==> src/logic/mmu_pkg.sv <==
// Function
// RL1 - each held key press is taken exactly once
// RL2 - five filter settings, slow and fast timed ones with 550 and 50 ms
// RL3 - settling time-out before first reading after function or range change
// RL4 - timed filters insert settling before every later reading
// RL5 - rate n averages 2^n samples per reading
// RL6 - external reference mode divides input by reference reading
// RL7 - display value is input divided by scale, minus offset
// RL8 - storing a factor never enables its math mode
// RL9 - limits give HI above high, LO below low, PASS between inclusive
// RL10 - limit compare uses final value after scaling and offset
// RL11 - one limit pair kept; function change leaves limits mode
// RL12 - peak tracks max and min, kept when off, cleared on reset or re-entry
// RL13 - store in cal mode with cal memory saves reading and erases factors; code keeps scale, offset and limits
// RL14 - cal mode shows extra digit, hides error codes and overrange
// RL15 - function change or cal entry turns math modes off, keeps factors
// RL16 - in remote only remote key and power have effect; code lets a held ext ref key set the reference and cal entry clear math modes
// RL17 - with bus option fitted remote key only returns to local
// RL18 - power reset forces local control
// RL19 - function with absent module shows error nine
// RL20 - dc volts has five decade ranges 100 mV to 1000 V
// RL21 - scaling applied before offset
// RL22 - reset gives dc volts, 1000 V, rate 7, fast filter, math off
// RL23 - sample key toggles rate between 5 and 7
// RL24 - sum of 2^n samples shifted right by n, one update per reading
`default_nettype none
package mmu_pkg;
  localparam int unsigned CLK_MHZ      = 200;
  localparam int unsigned SLOW_TO_MS   = 550;
  localparam int unsigned FAST_TO_MS   = 50;
  localparam int unsigned SLOW_TO_CYC  = SLOW_TO_MS * 1000 * CLK_MHZ;
  localparam int unsigned FAST_TO_CYC  = FAST_TO_MS * 1000 * CLK_MHZ;
  localparam logic [4:0]  RATE_RESET   = 5'h07;
  localparam logic [4:0]  RATE_ALT     = 5'h05;
  localparam logic [4:0]  RATE_MAX     = 5'h11;
  localparam logic [2:0]  RANGE_TOP    = 3'h4;
  localparam logic [3:0]  ERR_MODULE   = 4'h9;
  // register byte addresses
  localparam logic [7:0]  A_CTRL   = 8'h00;
  localparam logic [7:0]  A_KEY    = 8'h04;
  localparam logic [7:0]  A_SCALE  = 8'h08;
  localparam logic [7:0]  A_OFFS   = 8'h0C;
  localparam logic [7:0]  A_LIMHI  = 8'h10;
  localparam logic [7:0]  A_LIMLO  = 8'h14;
  localparam logic [7:0]  A_STAT   = 8'h18;
  localparam logic [7:0]  A_RESULT = 8'h1C;
  localparam logic [7:0]  A_PKHI   = 8'h20;
  localparam logic [7:0]  A_PKLO   = 8'h24;
  localparam logic [7:0]  A_CALF   = 8'h28;
  localparam logic [7:0]  A_SETUP  = 8'h2C;

  typedef enum logic [2:0] {
    FLT_SLOW, FLT_FAST, FLT_BYPASS, FLT_SLOW_TIMED, FLT_FAST_TIMED
  } mmu_filter_t;
  typedef enum logic [2:0] {FN_VDC, FN_VAC, FN_ADC, FN_AAC, FN_OHM} mmu_func_t;
  typedef enum logic [1:0] {LIM_PASS, LIM_HI, LIM_LO} mmu_limit_t;

  // key bits in the key pulse register
  localparam int K_SAMPLE = 0;
  localparam int K_FILTER = 1;
  localparam int K_REMOTE = 2;
  localparam int K_LIMITS = 3;
  localparam int K_PEAK   = 4;
  localparam int K_OFFSET = 5;
  localparam int K_SCALE  = 6;
  localparam int K_EXTREF = 7;
  localparam int K_STORE  = 8;
  localparam int K_RANGUP = 9;
  localparam int K_RANGDN = 10;
  localparam int K_XDIGIT = 11;
  localparam int K_FUNC   = 12;
  localparam int NKEYS    = 13;

  typedef struct packed {
    logic        remote;
    logic        cal;
    logic        extra_digit;
    logic        show_ovr;
    logic [3:0]  err;
    mmu_limit_t  limit;
    logic        limits_on;
    logic        peak_on;
    logic        offset_on;
    logic        scale_on;
    logic        extref_on;
    mmu_filter_t filter;
    logic [4:0]  rate;
    mmu_func_t   func;
    logic [2:0]  range;
  } mmu_status_t;
endpackage
`default_nettype wire

==> src/logic/mmu_unit.sv <==
// The AHB-Lite interface to the registers and the register offsets were decided locally.
`timescale 1ns/1ps
`default_nettype none
module mmu_unit #(
  parameter int unsigned SLOW_CYC = mmu_pkg::SLOW_TO_CYC,
  parameter int unsigned FAST_CYC = mmu_pkg::FAST_TO_CYC,
  parameter logic        BUS_OPT  = 1'b1,
  parameter logic        CAL_MEM  = 1'b1,
  parameter logic [4:0]  MOD_FIT  = 5'h01
) (
  input  wire logic                 hclk,
  input  wire logic                 hresetn,
  input  wire logic                 hsel,
  input  wire logic [7:0]           haddr,
  input  wire logic [1:0]           htrans,
  input  wire logic                 hwrite,
  input  wire logic [2:0]           hsize,
  input  wire logic [31:0]          hwdata,
  input  wire logic                 hready,
  output logic [31:0]               hrdata,
  output logic                      hreadyout,
  output logic                      hresp,
  input  wire logic [mmu_pkg::NKEYS-1:0] key_pins,
  input  wire logic                 pin_cal,
  input  wire logic                 adc_valid,
  input  wire logic signed [23:0]   adc_data,
  output logic signed [31:0]        disp_value,
  output logic                      disp_update,
  output mmu_pkg::mmu_status_t      status
);
  // ------------------------------------------------------------
  // synchronisers and key edge capture
  // ------------------------------------------------------------
  logic [mmu_pkg::NKEYS-1:0] key_s1_r, key_s2_r, key_d_r;
  logic cal_s1_r, cal_s2_r, cal_d_r;
  always_ff @(posedge hclk or negedge hresetn)
    if (!hresetn)
    begin
      key_s1_r <= '0;
      key_s2_r <= '0;
      key_d_r  <= '0;
      cal_s1_r <= 1'b0;
      cal_s2_r <= 1'b0;
      cal_d_r  <= 1'b0;
    end
    else
    begin
      key_s1_r <= key_pins;
      key_s2_r <= key_s1_r;
      key_d_r  <= key_s2_r;
      cal_s1_r <= pin_cal;
      cal_s2_r <= cal_s1_r;
      cal_d_r  <= cal_s2_r;
    end

  // ------------------------------------------------------------
  // bus slave
  // ------------------------------------------------------------
  logic       dp_wr_r, dp_rd_r;
  logic [7:0] dp_addr_r;
  logic [mmu_pkg::NKEYS-1:0] swkey;
  logic [2:0] sw_func;
  logic [4:0] sw_rate;
  logic [2:0] sw_filt;
  logic wr_scale, wr_offs, wr_limhi, wr_limlo, wr_setup;
  wire  take = hsel && hready && htrans[1];
  always_ff @(posedge hclk or negedge hresetn)
    if (!hresetn)
    begin
      dp_wr_r   <= 1'b0;
      dp_rd_r   <= 1'b0;
      dp_addr_r <= 8'h00;
    end
    else
    begin
      dp_wr_r   <= take && hwrite;
      dp_rd_r   <= take && !hwrite;
      dp_addr_r <= haddr;
    end
  assign hreadyout = 1'b1;
  assign hresp     = 1'b0;
  assign swkey    = (dp_wr_r && dp_addr_r == mmu_pkg::A_KEY) ? hwdata[mmu_pkg::NKEYS-1:0] : '0;
  assign wr_scale = dp_wr_r && dp_addr_r == mmu_pkg::A_SCALE;
  assign wr_offs  = dp_wr_r && dp_addr_r == mmu_pkg::A_OFFS;
  assign wr_limhi = dp_wr_r && dp_addr_r == mmu_pkg::A_LIMHI;
  assign wr_limlo = dp_wr_r && dp_addr_r == mmu_pkg::A_LIMLO;
  assign wr_setup = dp_wr_r && dp_addr_r == mmu_pkg::A_SETUP;
  assign sw_func  = hwdata[2:0];
  assign sw_rate  = hwdata[8:4];
  assign sw_filt  = hwdata[14:12];

  // one pulse per press whether panel or software [RL1]
  logic [mmu_pkg::NKEYS-1:0] kraw, kev;
  logic remote_r;
  assign kraw = (key_s2_r & ~key_d_r) | swkey;
  // remote lockout keeps only the remote key [RL16]
  assign kev  = remote_r ? (kraw & (mmu_pkg::NKEYS'(1) << mmu_pkg::K_REMOTE)) : kraw;
  wire cal_enter = cal_s2_r && !cal_d_r;

  // ------------------------------------------------------------
  // function, range, modifiers
  // ------------------------------------------------------------
  mmu_pkg::mmu_func_t   func_r;
  mmu_pkg::mmu_filter_t filt_r;
  logic [2:0] range_r;
  logic [4:0] rate_r;
  logic       xdig_r;
  wire  func_chg = kev[mmu_pkg::K_FUNC];
  always_ff @(posedge hclk or negedge hresetn)
    if (!hresetn)
    begin
      func_r  <= mmu_pkg::FN_VDC;             // [RL22]
      range_r <= mmu_pkg::RANGE_TOP;          // [RL22]
      rate_r  <= mmu_pkg::RATE_RESET;         // [RL22]
      filt_r  <= mmu_pkg::FLT_FAST;           // [RL22]
      xdig_r  <= 1'b0;
    end
    else
    begin
      if (func_chg)
        func_r <= mmu_pkg::mmu_func_t'(sw_func);
      // five dc decade ranges [RL20]
      if (kev[mmu_pkg::K_RANGUP] && range_r != mmu_pkg::RANGE_TOP)
        range_r <= range_r + 3'h1;
      else if (kev[mmu_pkg::K_RANGDN] && range_r != 3'h0)
        range_r <= range_r - 3'h1;
      if (kev[mmu_pkg::K_SAMPLE])            // [RL23]
        rate_r <= (rate_r == mmu_pkg::RATE_ALT) ? mmu_pkg::RATE_RESET : mmu_pkg::RATE_ALT;
      else if (wr_setup && !remote_r && sw_rate <= mmu_pkg::RATE_MAX)
        rate_r <= sw_rate;
      if (kev[mmu_pkg::K_FILTER])             // [RL2]
        filt_r <= (filt_r == mmu_pkg::FLT_SLOW_TIMED || filt_r == mmu_pkg::FLT_SLOW)
                  ? mmu_pkg::FLT_FAST : mmu_pkg::FLT_SLOW;
      else if (wr_setup && !remote_r && sw_filt <= 3'h4)
        filt_r <= mmu_pkg::mmu_filter_t'(sw_filt);
      if (kev[mmu_pkg::K_XDIGIT])
        xdig_r <= !xdig_r;
    end

  // ------------------------------------------------------------
  // remote control
  // ------------------------------------------------------------
  always_ff @(posedge hclk or negedge hresetn)
    if (!hresetn)
      remote_r <= 1'b0;                       // [RL18]
    else if (kraw[mmu_pkg::K_REMOTE])        // a software request may also enter remote
      remote_r <= (BUS_OPT && !swkey[mmu_pkg::K_REMOTE]) ? 1'b0 : !remote_r; // [RL17]

  // ------------------------------------------------------------
  // math mode enables and factors
  // ------------------------------------------------------------
  logic lim_on_r, pk_on_r, off_on_r, scl_on_r, ext_on_r;
  logic signed [31:0] scale_r, offs_r, limhi_r, limlo_r;
  wire  math_off = func_chg || cal_enter;
  always_ff @(posedge hclk or negedge hresetn)
    if (!hresetn)
    begin
      lim_on_r <= 1'b0;
      pk_on_r  <= 1'b0;
      off_on_r <= 1'b0;
      scl_on_r <= 1'b0;
      ext_on_r <= 1'b0;
    end
    else if (math_off)                         // [RL15] [RL11]
    begin
      lim_on_r <= 1'b0;
      pk_on_r  <= 1'b0;
      off_on_r <= 1'b0;
      scl_on_r <= 1'b0;
      ext_on_r <= 1'b0;
    end
    else
    begin
      // only the keys toggle modes, never a store [RL8]
      lim_on_r <= lim_on_r ^ kev[mmu_pkg::K_LIMITS];
      pk_on_r  <= pk_on_r  ^ kev[mmu_pkg::K_PEAK];
      off_on_r <= off_on_r ^ kev[mmu_pkg::K_OFFSET];
      scl_on_r <= scl_on_r ^ kev[mmu_pkg::K_SCALE];
      ext_on_r <= ext_on_r ^ kev[mmu_pkg::K_EXTREF];
    end

  // factors are kept across mode changes, lost only on reset [RL15]
  always_ff @(posedge hclk or negedge hresetn)
    if (!hresetn)
    begin
      scale_r <= 32'sh00000001;
      offs_r  <= 32'sh00000000;
      limhi_r <= 32'sh00000000;
      limlo_r <= 32'sh00000000;
    end
    else if (!remote_r)
    begin
      if (wr_scale && hwdata != 32'h00000000)
        scale_r <= hwdata;
      if (wr_offs)
        offs_r <= hwdata;
      if (wr_limhi)
        limhi_r <= hwdata;                     // [RL11]
      if (wr_limlo)
        limlo_r <= hwdata;
    end

  // ------------------------------------------------------------
  // settling time-out
  // ------------------------------------------------------------
  logic [31:0] settle_r;
  logic        settle_req;
  logic        rd_done;
  wire  timed = filt_r == mmu_pkg::FLT_SLOW_TIMED || filt_r == mmu_pkg::FLT_FAST_TIMED;
  wire [31:0] to_len = (filt_r == mmu_pkg::FLT_SLOW || filt_r == mmu_pkg::FLT_SLOW_TIMED)
                       ? SLOW_CYC : ((filt_r == mmu_pkg::FLT_BYPASS) ? 32'h1 : FAST_CYC);
  assign settle_req = func_chg || kev[mmu_pkg::K_RANGUP] || kev[mmu_pkg::K_RANGDN]; // [RL3]
  always_ff @(posedge hclk or negedge hresetn)
    if (!hresetn)
      settle_r <= 32'h0;
    else if (settle_req || (rd_done && timed)) // [RL3] [RL4]
      settle_r <= to_len;
    else if (settle_r != 32'h0)
      settle_r <= settle_r - 32'h1;
  wire settling = settle_r != 32'h0;

  // ------------------------------------------------------------
  // averager
  // ------------------------------------------------------------
  logic signed [48:0] acc_r;
  logic        [17:0] cnt_r;
  logic signed [31:0] avg;
  wire  [17:0] need = 18'h1 << rate_r;                // [RL5]
  assign rd_done = adc_valid && !settling && (cnt_r + 18'h1 >= need); // lowered rate ends it
  assign avg = 32'(($signed(acc_r) + $signed(adc_data)) >>> rate_r); // [RL24]
  always_ff @(posedge hclk or negedge hresetn)
    if (!hresetn)
    begin
      acc_r <= '0;
      cnt_r <= '0;
    end
    else if (settling || settle_req || rd_done)
    begin
      acc_r <= '0;
      cnt_r <= '0;
    end
    else if (adc_valid)
    begin
      acc_r <= acc_r + 49'(adc_data);
      cnt_r <= cnt_r + 18'h1;
    end

  // ------------------------------------------------------------
  // math pipe: ratio, scale then offset
  // ------------------------------------------------------------
  logic signed [31:0] ref_r, ratio_r, y_r;
  logic               s1_r, s2_r;
  always_ff @(posedge hclk or negedge hresetn)
    if (!hresetn)
      ref_r <= 32'sh00000001;
    else if (rd_done && kev[mmu_pkg::K_EXTREF] == 1'b0 && key_s2_r[mmu_pkg::K_EXTREF] && avg != 0)
      ref_r <= avg;                              // held key measures the reference
  wire signed [31:0] div_by = ext_on_r ? ref_r : (scl_on_r ? scale_r : 32'sh00000001);
  always_ff @(posedge hclk or negedge hresetn)
    if (!hresetn)
    begin
      ratio_r <= '0;
      y_r     <= '0;
      s1_r    <= 1'b0;
      s2_r    <= 1'b0;
    end
    else
    begin
      s1_r    <= rd_done;
      s2_r    <= s1_r;
      if (rd_done)
        ratio_r <= avg / div_by;                 // [RL6] [RL7]
      if (s1_r)
        y_r <= off_on_r ? ratio_r - offs_r : ratio_r; // [RL21] [RL7]
    end

  // ------------------------------------------------------------
  // display, limits, peaks
  // ------------------------------------------------------------
  mmu_pkg::mmu_limit_t lim_r;
  logic signed [31:0] pkhi_r, pklo_r, calf_r;
  logic pk_first_r;
  always_ff @(posedge hclk or negedge hresetn)
    if (!hresetn)
    begin
      disp_value  <= '0;
      disp_update <= 1'b0;
      lim_r       <= mmu_pkg::LIM_PASS;
    end
    else
    begin
      disp_update <= s2_r;                         // [RL24]
      if (s2_r)
      begin
        disp_value <= y_r;
        if (y_r > limhi_r)                         // [RL9] [RL10]
          lim_r <= mmu_pkg::LIM_HI;
        else if (y_r < limlo_r)
          lim_r <= mmu_pkg::LIM_LO;
        else
          lim_r <= mmu_pkg::LIM_PASS;
      end
    end
  always_ff @(posedge hclk or negedge hresetn)
    if (!hresetn)
    begin
      pkhi_r     <= '0;
      pklo_r     <= '0;
      pk_first_r <= 1'b1;
    end
    else if (kev[mmu_pkg::K_PEAK] && !pk_on_r && !math_off) // [RL12]
    begin
      pkhi_r     <= '0;
      pklo_r     <= '0;
      pk_first_r <= 1'b1;
    end
    else if (s2_r && pk_on_r)
    begin
      pk_first_r <= 1'b0;
      if (pk_first_r || y_r > pkhi_r)
        pkhi_r <= y_r;
      if (pk_first_r || y_r < pklo_r)
        pklo_r <= y_r;
    end

  // store in cal mode with cal memory overwrites the single cal factor with last reading [RL13]
  always_ff @(posedge hclk or negedge hresetn)
    if (!hresetn)
      calf_r <= '0;
    else if (CAL_MEM && cal_s2_r && kev[mmu_pkg::K_STORE])
      calf_r <= disp_value;

  // ------------------------------------------------------------
  // status and read mux
  // ------------------------------------------------------------
  wire mod_missing = !MOD_FIT[func_r];
  always_comb
  begin
    status             = '0;
    status.remote      = remote_r;
    status.cal         = cal_s2_r;
    status.extra_digit = cal_s2_r || xdig_r;     // [RL14]
    status.show_ovr    = !cal_s2_r;              // [RL14]
    status.err         = (mod_missing && !cal_s2_r) ? mmu_pkg::ERR_MODULE : 4'h0; // [RL19]
    status.limit       = lim_r;
    status.limits_on   = lim_on_r;
    status.peak_on     = pk_on_r;
    status.offset_on   = off_on_r;
    status.scale_on    = scl_on_r;
    status.extref_on   = ext_on_r;
    status.filter      = filt_r;
    status.rate        = rate_r;
    status.func        = func_r;
    status.range       = range_r;
  end
  always_comb
  begin
    hrdata = 32'h00000000;
    if (dp_rd_r)
      unique case (dp_addr_r)
        mmu_pkg::A_SCALE:  hrdata = scale_r;
        mmu_pkg::A_OFFS:   hrdata = offs_r;
        mmu_pkg::A_LIMHI:  hrdata = limhi_r;
        mmu_pkg::A_LIMLO:  hrdata = limlo_r;
        mmu_pkg::A_STAT:   hrdata = 32'(status);
        mmu_pkg::A_RESULT: hrdata = disp_value;
        mmu_pkg::A_PKHI:   hrdata = pkhi_r;
        mmu_pkg::A_PKLO:   hrdata = pklo_r;
        mmu_pkg::A_CALF:   hrdata = calf_r;
        mmu_pkg::A_SETUP:  hrdata = {17'h0, filt_r, 3'h0, rate_r, 4'h0};
        default:           hrdata = 32'h00000000;
      endcase
  end

  // ------------------------------------------------------------
  // checks
  // ------------------------------------------------------------
  a_remote_lock: assert property (@(posedge hclk) disable iff (!hresetn) // [RL16]
    remote_r |-> (kev & ~(mmu_pkg::NKEYS'(1) << mmu_pkg::K_REMOTE)) == '0)
    else $error("key passed while remote");
  a_local_only: assert property (@(posedge hclk) disable iff (!hresetn) // [RL17]
    BUS_OPT && !remote_r && !swkey[mmu_pkg::K_REMOTE] |=> !remote_r)
    else $error("panel entered remote");
  a_math_clear: assert property (@(posedge hclk) disable iff (!hresetn) // [RL15]
    math_off |=> !lim_on_r && !pk_on_r && !off_on_r && !scl_on_r && !ext_on_r)
    else $error("math mode survived function change");
  a_store_noen: assert property (@(posedge hclk) disable iff (!hresetn) // [RL8]
    wr_scale && !kev[mmu_pkg::K_SCALE] |=> scl_on_r == $past(scl_on_r) || $past(math_off))
    else $error("store enabled scaling");
  a_limit_hi: assert property (@(posedge hclk) disable iff (!hresetn) // [RL9]
    s2_r && y_r > limhi_r |=> lim_r == mmu_pkg::LIM_HI)
    else $error("limit HI wrong");
  a_pipe_update: assert property (@(posedge hclk) disable iff (!hresetn) // [RL24]
    rd_done |-> ##3 disp_update)
    else $error("no update after reading");
  a_settle_hold: assert property (@(posedge hclk) disable iff (!hresetn) // [RL3]
    settle_req |=> !rd_done)
    else $error("reading during settling");
  a_cal_err: assert property (@(posedge hclk) disable iff (!hresetn) // [RL14]
    cal_s2_r |-> status.err == 4'h0 && !status.show_ovr)
    else $error("error shown in cal mode");
endmodule
`default_nettype wire

==> config.mk <==
export PLATFORM = sky130hd
export DESIGN_NAME = mmu_unit
export DESIGN_NICKNAME = d
export VERILOG_FILES = /design/src/logic/mmu_pkg.sv /design/src/logic/mmu_unit.sv
export SDC_FILE = /design/constraint.sdc
export NUM_CORES = 2
export LEC_CHECK = 0
export BUFFER_PORTS_ARGS = -buffer_cell sky130_fd_sc_hd__buf_4
export CAP_MARGIN = 10
export CORE_AREA = 3 3 468 470
export DETAILED_ROUTE_END_ITERATION = 12
export DIE_AREA = 0 0 471 473
export MAX_ROUTING_LAYER = met4
export PLACE_DENSITY = 0.5
export SLEW_MARGIN = 10
export SYNTH_ARGS = -nofsm -noshare
export SYNTH_HDL_FRONTEND = slang
export SYNTH_SLANG_ARGS = --single-unit
==> constraint.sdc <==
create_clock -name hclk -period 226.5 [get_ports hclk]
set_clock_uncertainty 0.1 [all_clocks]
set_input_delay 22.65 -clock hclk [delete_from_list [all_inputs] [get_ports hclk]]
set_output_delay 22.65 -clock hclk [all_outputs]
set_load 0.02 [all_outputs]
==> summary.md <==
| Metric | Value |
|---|---|
| Status | `finished, final reports clean` |
| Slew headroom | `0.106` |
| Register clock-pin slew on the reported worst setup and hold paths | `0.06 ns` |
| CTS tree | `built` |
| Fin. max-slew vios | `0` |
| Pin count of the biggest net entering global routing | `153` |
| #FFs+latches synth | `530` |
| Final setup vio count | `0` |
| Hold_sp | `key_s1_r[6]$_DFF_PN0_` |
| Max incr delay on CP | `0.93 ns` |
| Hold WC Path Type | `reg2reg` |
| Setup Buffers After CTS | `0` |
| Max Fclk | `7.21 MHz` |
| WL per Instance | `24.1 um` |
| Layout cells sized above 1 | `0.115` |
| ANT nets after route | `0` |
| Flop2flop setup slack | `109.67 ns` |
| Ys flop type | `dfrtp_1` |
| Slew @ Worst Pin | `1.33 ns` |
| Top-count cell post-synth | `nor2_1` |
| Core Rows | `170` |
| DIE AREA | `0.223 mm2` |
| Synth Warn # | `0` |
| Fin util | `0.334` |
| # DRC | `0` |
| Setup TNS | `0 ns` |
| Area leader, netlist | `dfrtp_1` |
| Pre-CTS WS | `88.50 ns` |
| Ys async rst share | `1.00` |
| CP Data Arrival Time | `139.12 ns` |
| First-pass GRT wire length | `404 mm` |
| Post-DP HPWL | `204 mm` |
| CP Class | `in2reg` |
| Worst Path Required | `226.88 ns` |
| Vias per cell | `5.84` |
| Post-CTS Resized | `0` |
| Final hold violations | `0` |
| CTS root buffer | `clkbuf_16` |
| Initial antenna violation count | `12` |
| Netlist cell types | `118` |
| Sink Count | `530` |
| Final wirelength | `269 mm` |
| Die Wd | `471 um` |
| Drt first pass iters | `7` |
| List of most frequent post-synthesis cells | `nor2_1, ha_1, nand2_1` |
| Drt first-iter violations | `5796` |
| Final Instance Area | `0.0718 mm2` |
| Synth top area cells | `dfrtp_1, ha_1, mux2_2, o21ai_0, nor2_1` |
| WHS Endpoint | `key_s2_r[6]$_DFF_PN0_` |
| Clock buffer depth | `3` |
| PnR worst setup slack | `87.77 ns` |
| Post-Syn Area per Cell | `7.83 um2` |
| Routability Congestion | `0.941` |
| DR vias | `65100` |
| Number of global-route vias before repair | `62400` |
| Reg-to-reg startpoint | `acc_r[31]$_DFFE_PN0P_` |
| Total GRT Usage | `0.239` |
| Synthesis-to-finish area growth | `11.3%` |
| Sequential share of the synthesized area | `0.206` |
| Placed cell areas | `0.0695 mm2` |
| Period utilization | `0.613` |
| I/O Pins | `185` |
| Max Cap Viol | `0` |
| Final min period | `138.73 ns` |
| Most used cell along the critical path | `o21a_1` |
| Crit Reg-Reg Endpoint | `ratio_r[13]$_DFFE_PN0P_` |
| Yosys top cell area share | `0.202` |
| CTS Buf Count | `66` |
| Slowest CP cell | `nor3_1` |
| Number of flops mapped to enable cells by yosys | `0` |
| NumNets Final | `9108` |
| Die H | `473 um` |
| WHS Path Cells | `0` |
| Unrepaired setup endpoints after global routing | `false` |
| GRT overflow | `0` |
| Worst-case reg-to-reg path depth | `442` |
| Critical path startpoint | `adc_data[23]` |
| # H-tree levels | `3` |
| Synth Instances | `8246` |
| Clk_lat worst skew | `0.66 ns` |
| Mapped Area | `0.0645 mm2` |
| Total core area | `0.215 mm2` |
| CP Launch Type | `input port` |
| CP Capture Type | `register` |
| Buffers on Ports | `176` |
| Initial Utilization | `0.300` |
| Critical Path Fanout Max | `50` |
| Hold_buf cts | `0` |
[worst max-delay path by stage]
stage	to	slack (ns)	cells past startpoint
global placement	ratio_r[11]$_DFFE_PN0P_	89.88	437
finish	ratio_r[13]$_DFFE_PN0P_	87.77	443
CTS	ratio_r[13]$_DFFE_PN0P_	88.82	444
detailed placement	ratio_r[11]$_DFFE_PN0P_	88.50	444
floorplan	ratio_r[23]$_DFFE_PN0P_	108.30	468
global route	ratio_r[23]$_DFFE_PN0P_	78.59	446
[cell families (layout without fill, tap and decap cells)]
group	Yosys count	after routing	synth area share
xor+xnor	416	416	0.0564
other cells	2	11	0.000116
buf+inv	737	798	0.0447
compound gates	2597	2597	0.270
simple gates	2829	2829	0.209
flops	530	530	0.206
fa+ha+maj	762	762	0.148
mux	373	373	0.0663
[flip-flops by register name, indices dropped and copies added, names as in the netlist, 3 cells and up]
name        flops
acc_r          49
calf_r         32
cnt_r          18
disp_value     32
dp_addr_r       8
filt_r          3
func_r          3
key_d_r        13
key_s1_r       13
key_s2_r       13
limhi_r        32
limlo_r        32
offs_r         32
pkhi_r         32
pklo_r         32
range_r         3
rate_r          5
ratio_r        32
ref_r          32
scale_r        32
settle_r       32
y_r            32
[cells in the final DEF, fill, tap and decap left out, types with 32 or more instances in the layout]
master	instances
ha_1	759
nand2_1	754
nor2_1	750
o21ai_0	593
dfrtp_1	518
a21oi_1	504
inv_1	354
nor3_1	326
buf_4	315
mux2_2	271
xnor2_1	239
o21a_1	235
nand3_1	232
a21o_1	205
xor2_1	157
a31oi_1	133
nand4_1	120
or3_1	105
a22oi_1	94
nor2b_1	93
nand2b_1	91
mux2i_1	83
o31ai_1	79
and3_1	76
a211oi_1	68
clkbuf_16	67
o211ai_1	64
a22o_1	63
and2_1	53
or2_2	53
a221oi_1	52
nor4_1	43
a21boi_0	38
o22ai_1	37
o21ai_1	32
[stage by stage]
| step | hold slack [ns] | std cells |
|---|---|---|
| floorplan | 0.231 | 8248 |
| global placement | 0.234 | 11000 |
| detailed placement | 0.236 | 11000 |
| CTS | 0.252 | 11100 |
| global route | 0.256 | 11200 |
| finish | 0.251 | 11200 |
[worst max-delay path, delay by kind of cell]
family	cells	cell delay [ns]
adders and majority gates	32	9.95
AOI/OAI and AO/OA	299	74.70
xor gates and xnor gates	3	0.85
buffers and inverters	27	7.50
and+or+nand+nor	74	20.17
muxes	8	2.82
[layout make-up]
cell class                      count  area, um2
Timing Repair Buffer              319       2420
Multi-Input combinational cell   6981      48900
Tap cell                         2838       3550
Fill cell                       22700     143000
Clock buffer                       86       1880
Clock inverter                     34        470
Sequential cell                   530      13300
Inverter                          359       1350
Antenna cell                        7       17.5
[per-layer routing]
metal / wire [um] / GRT usage / part of all wire
met1: 122000 / 0.318 / 0.46
met2: 122000 / 0.380 / 0.45
met3: 15300 / 0.0257 / 0.057
met4: 8890 / 0.0749 / 0.033
met5: 0 / - / 0
Power is not shown: default switching activity piles up to over one toggle a cycle in this logic, so the estimate is an artifact.
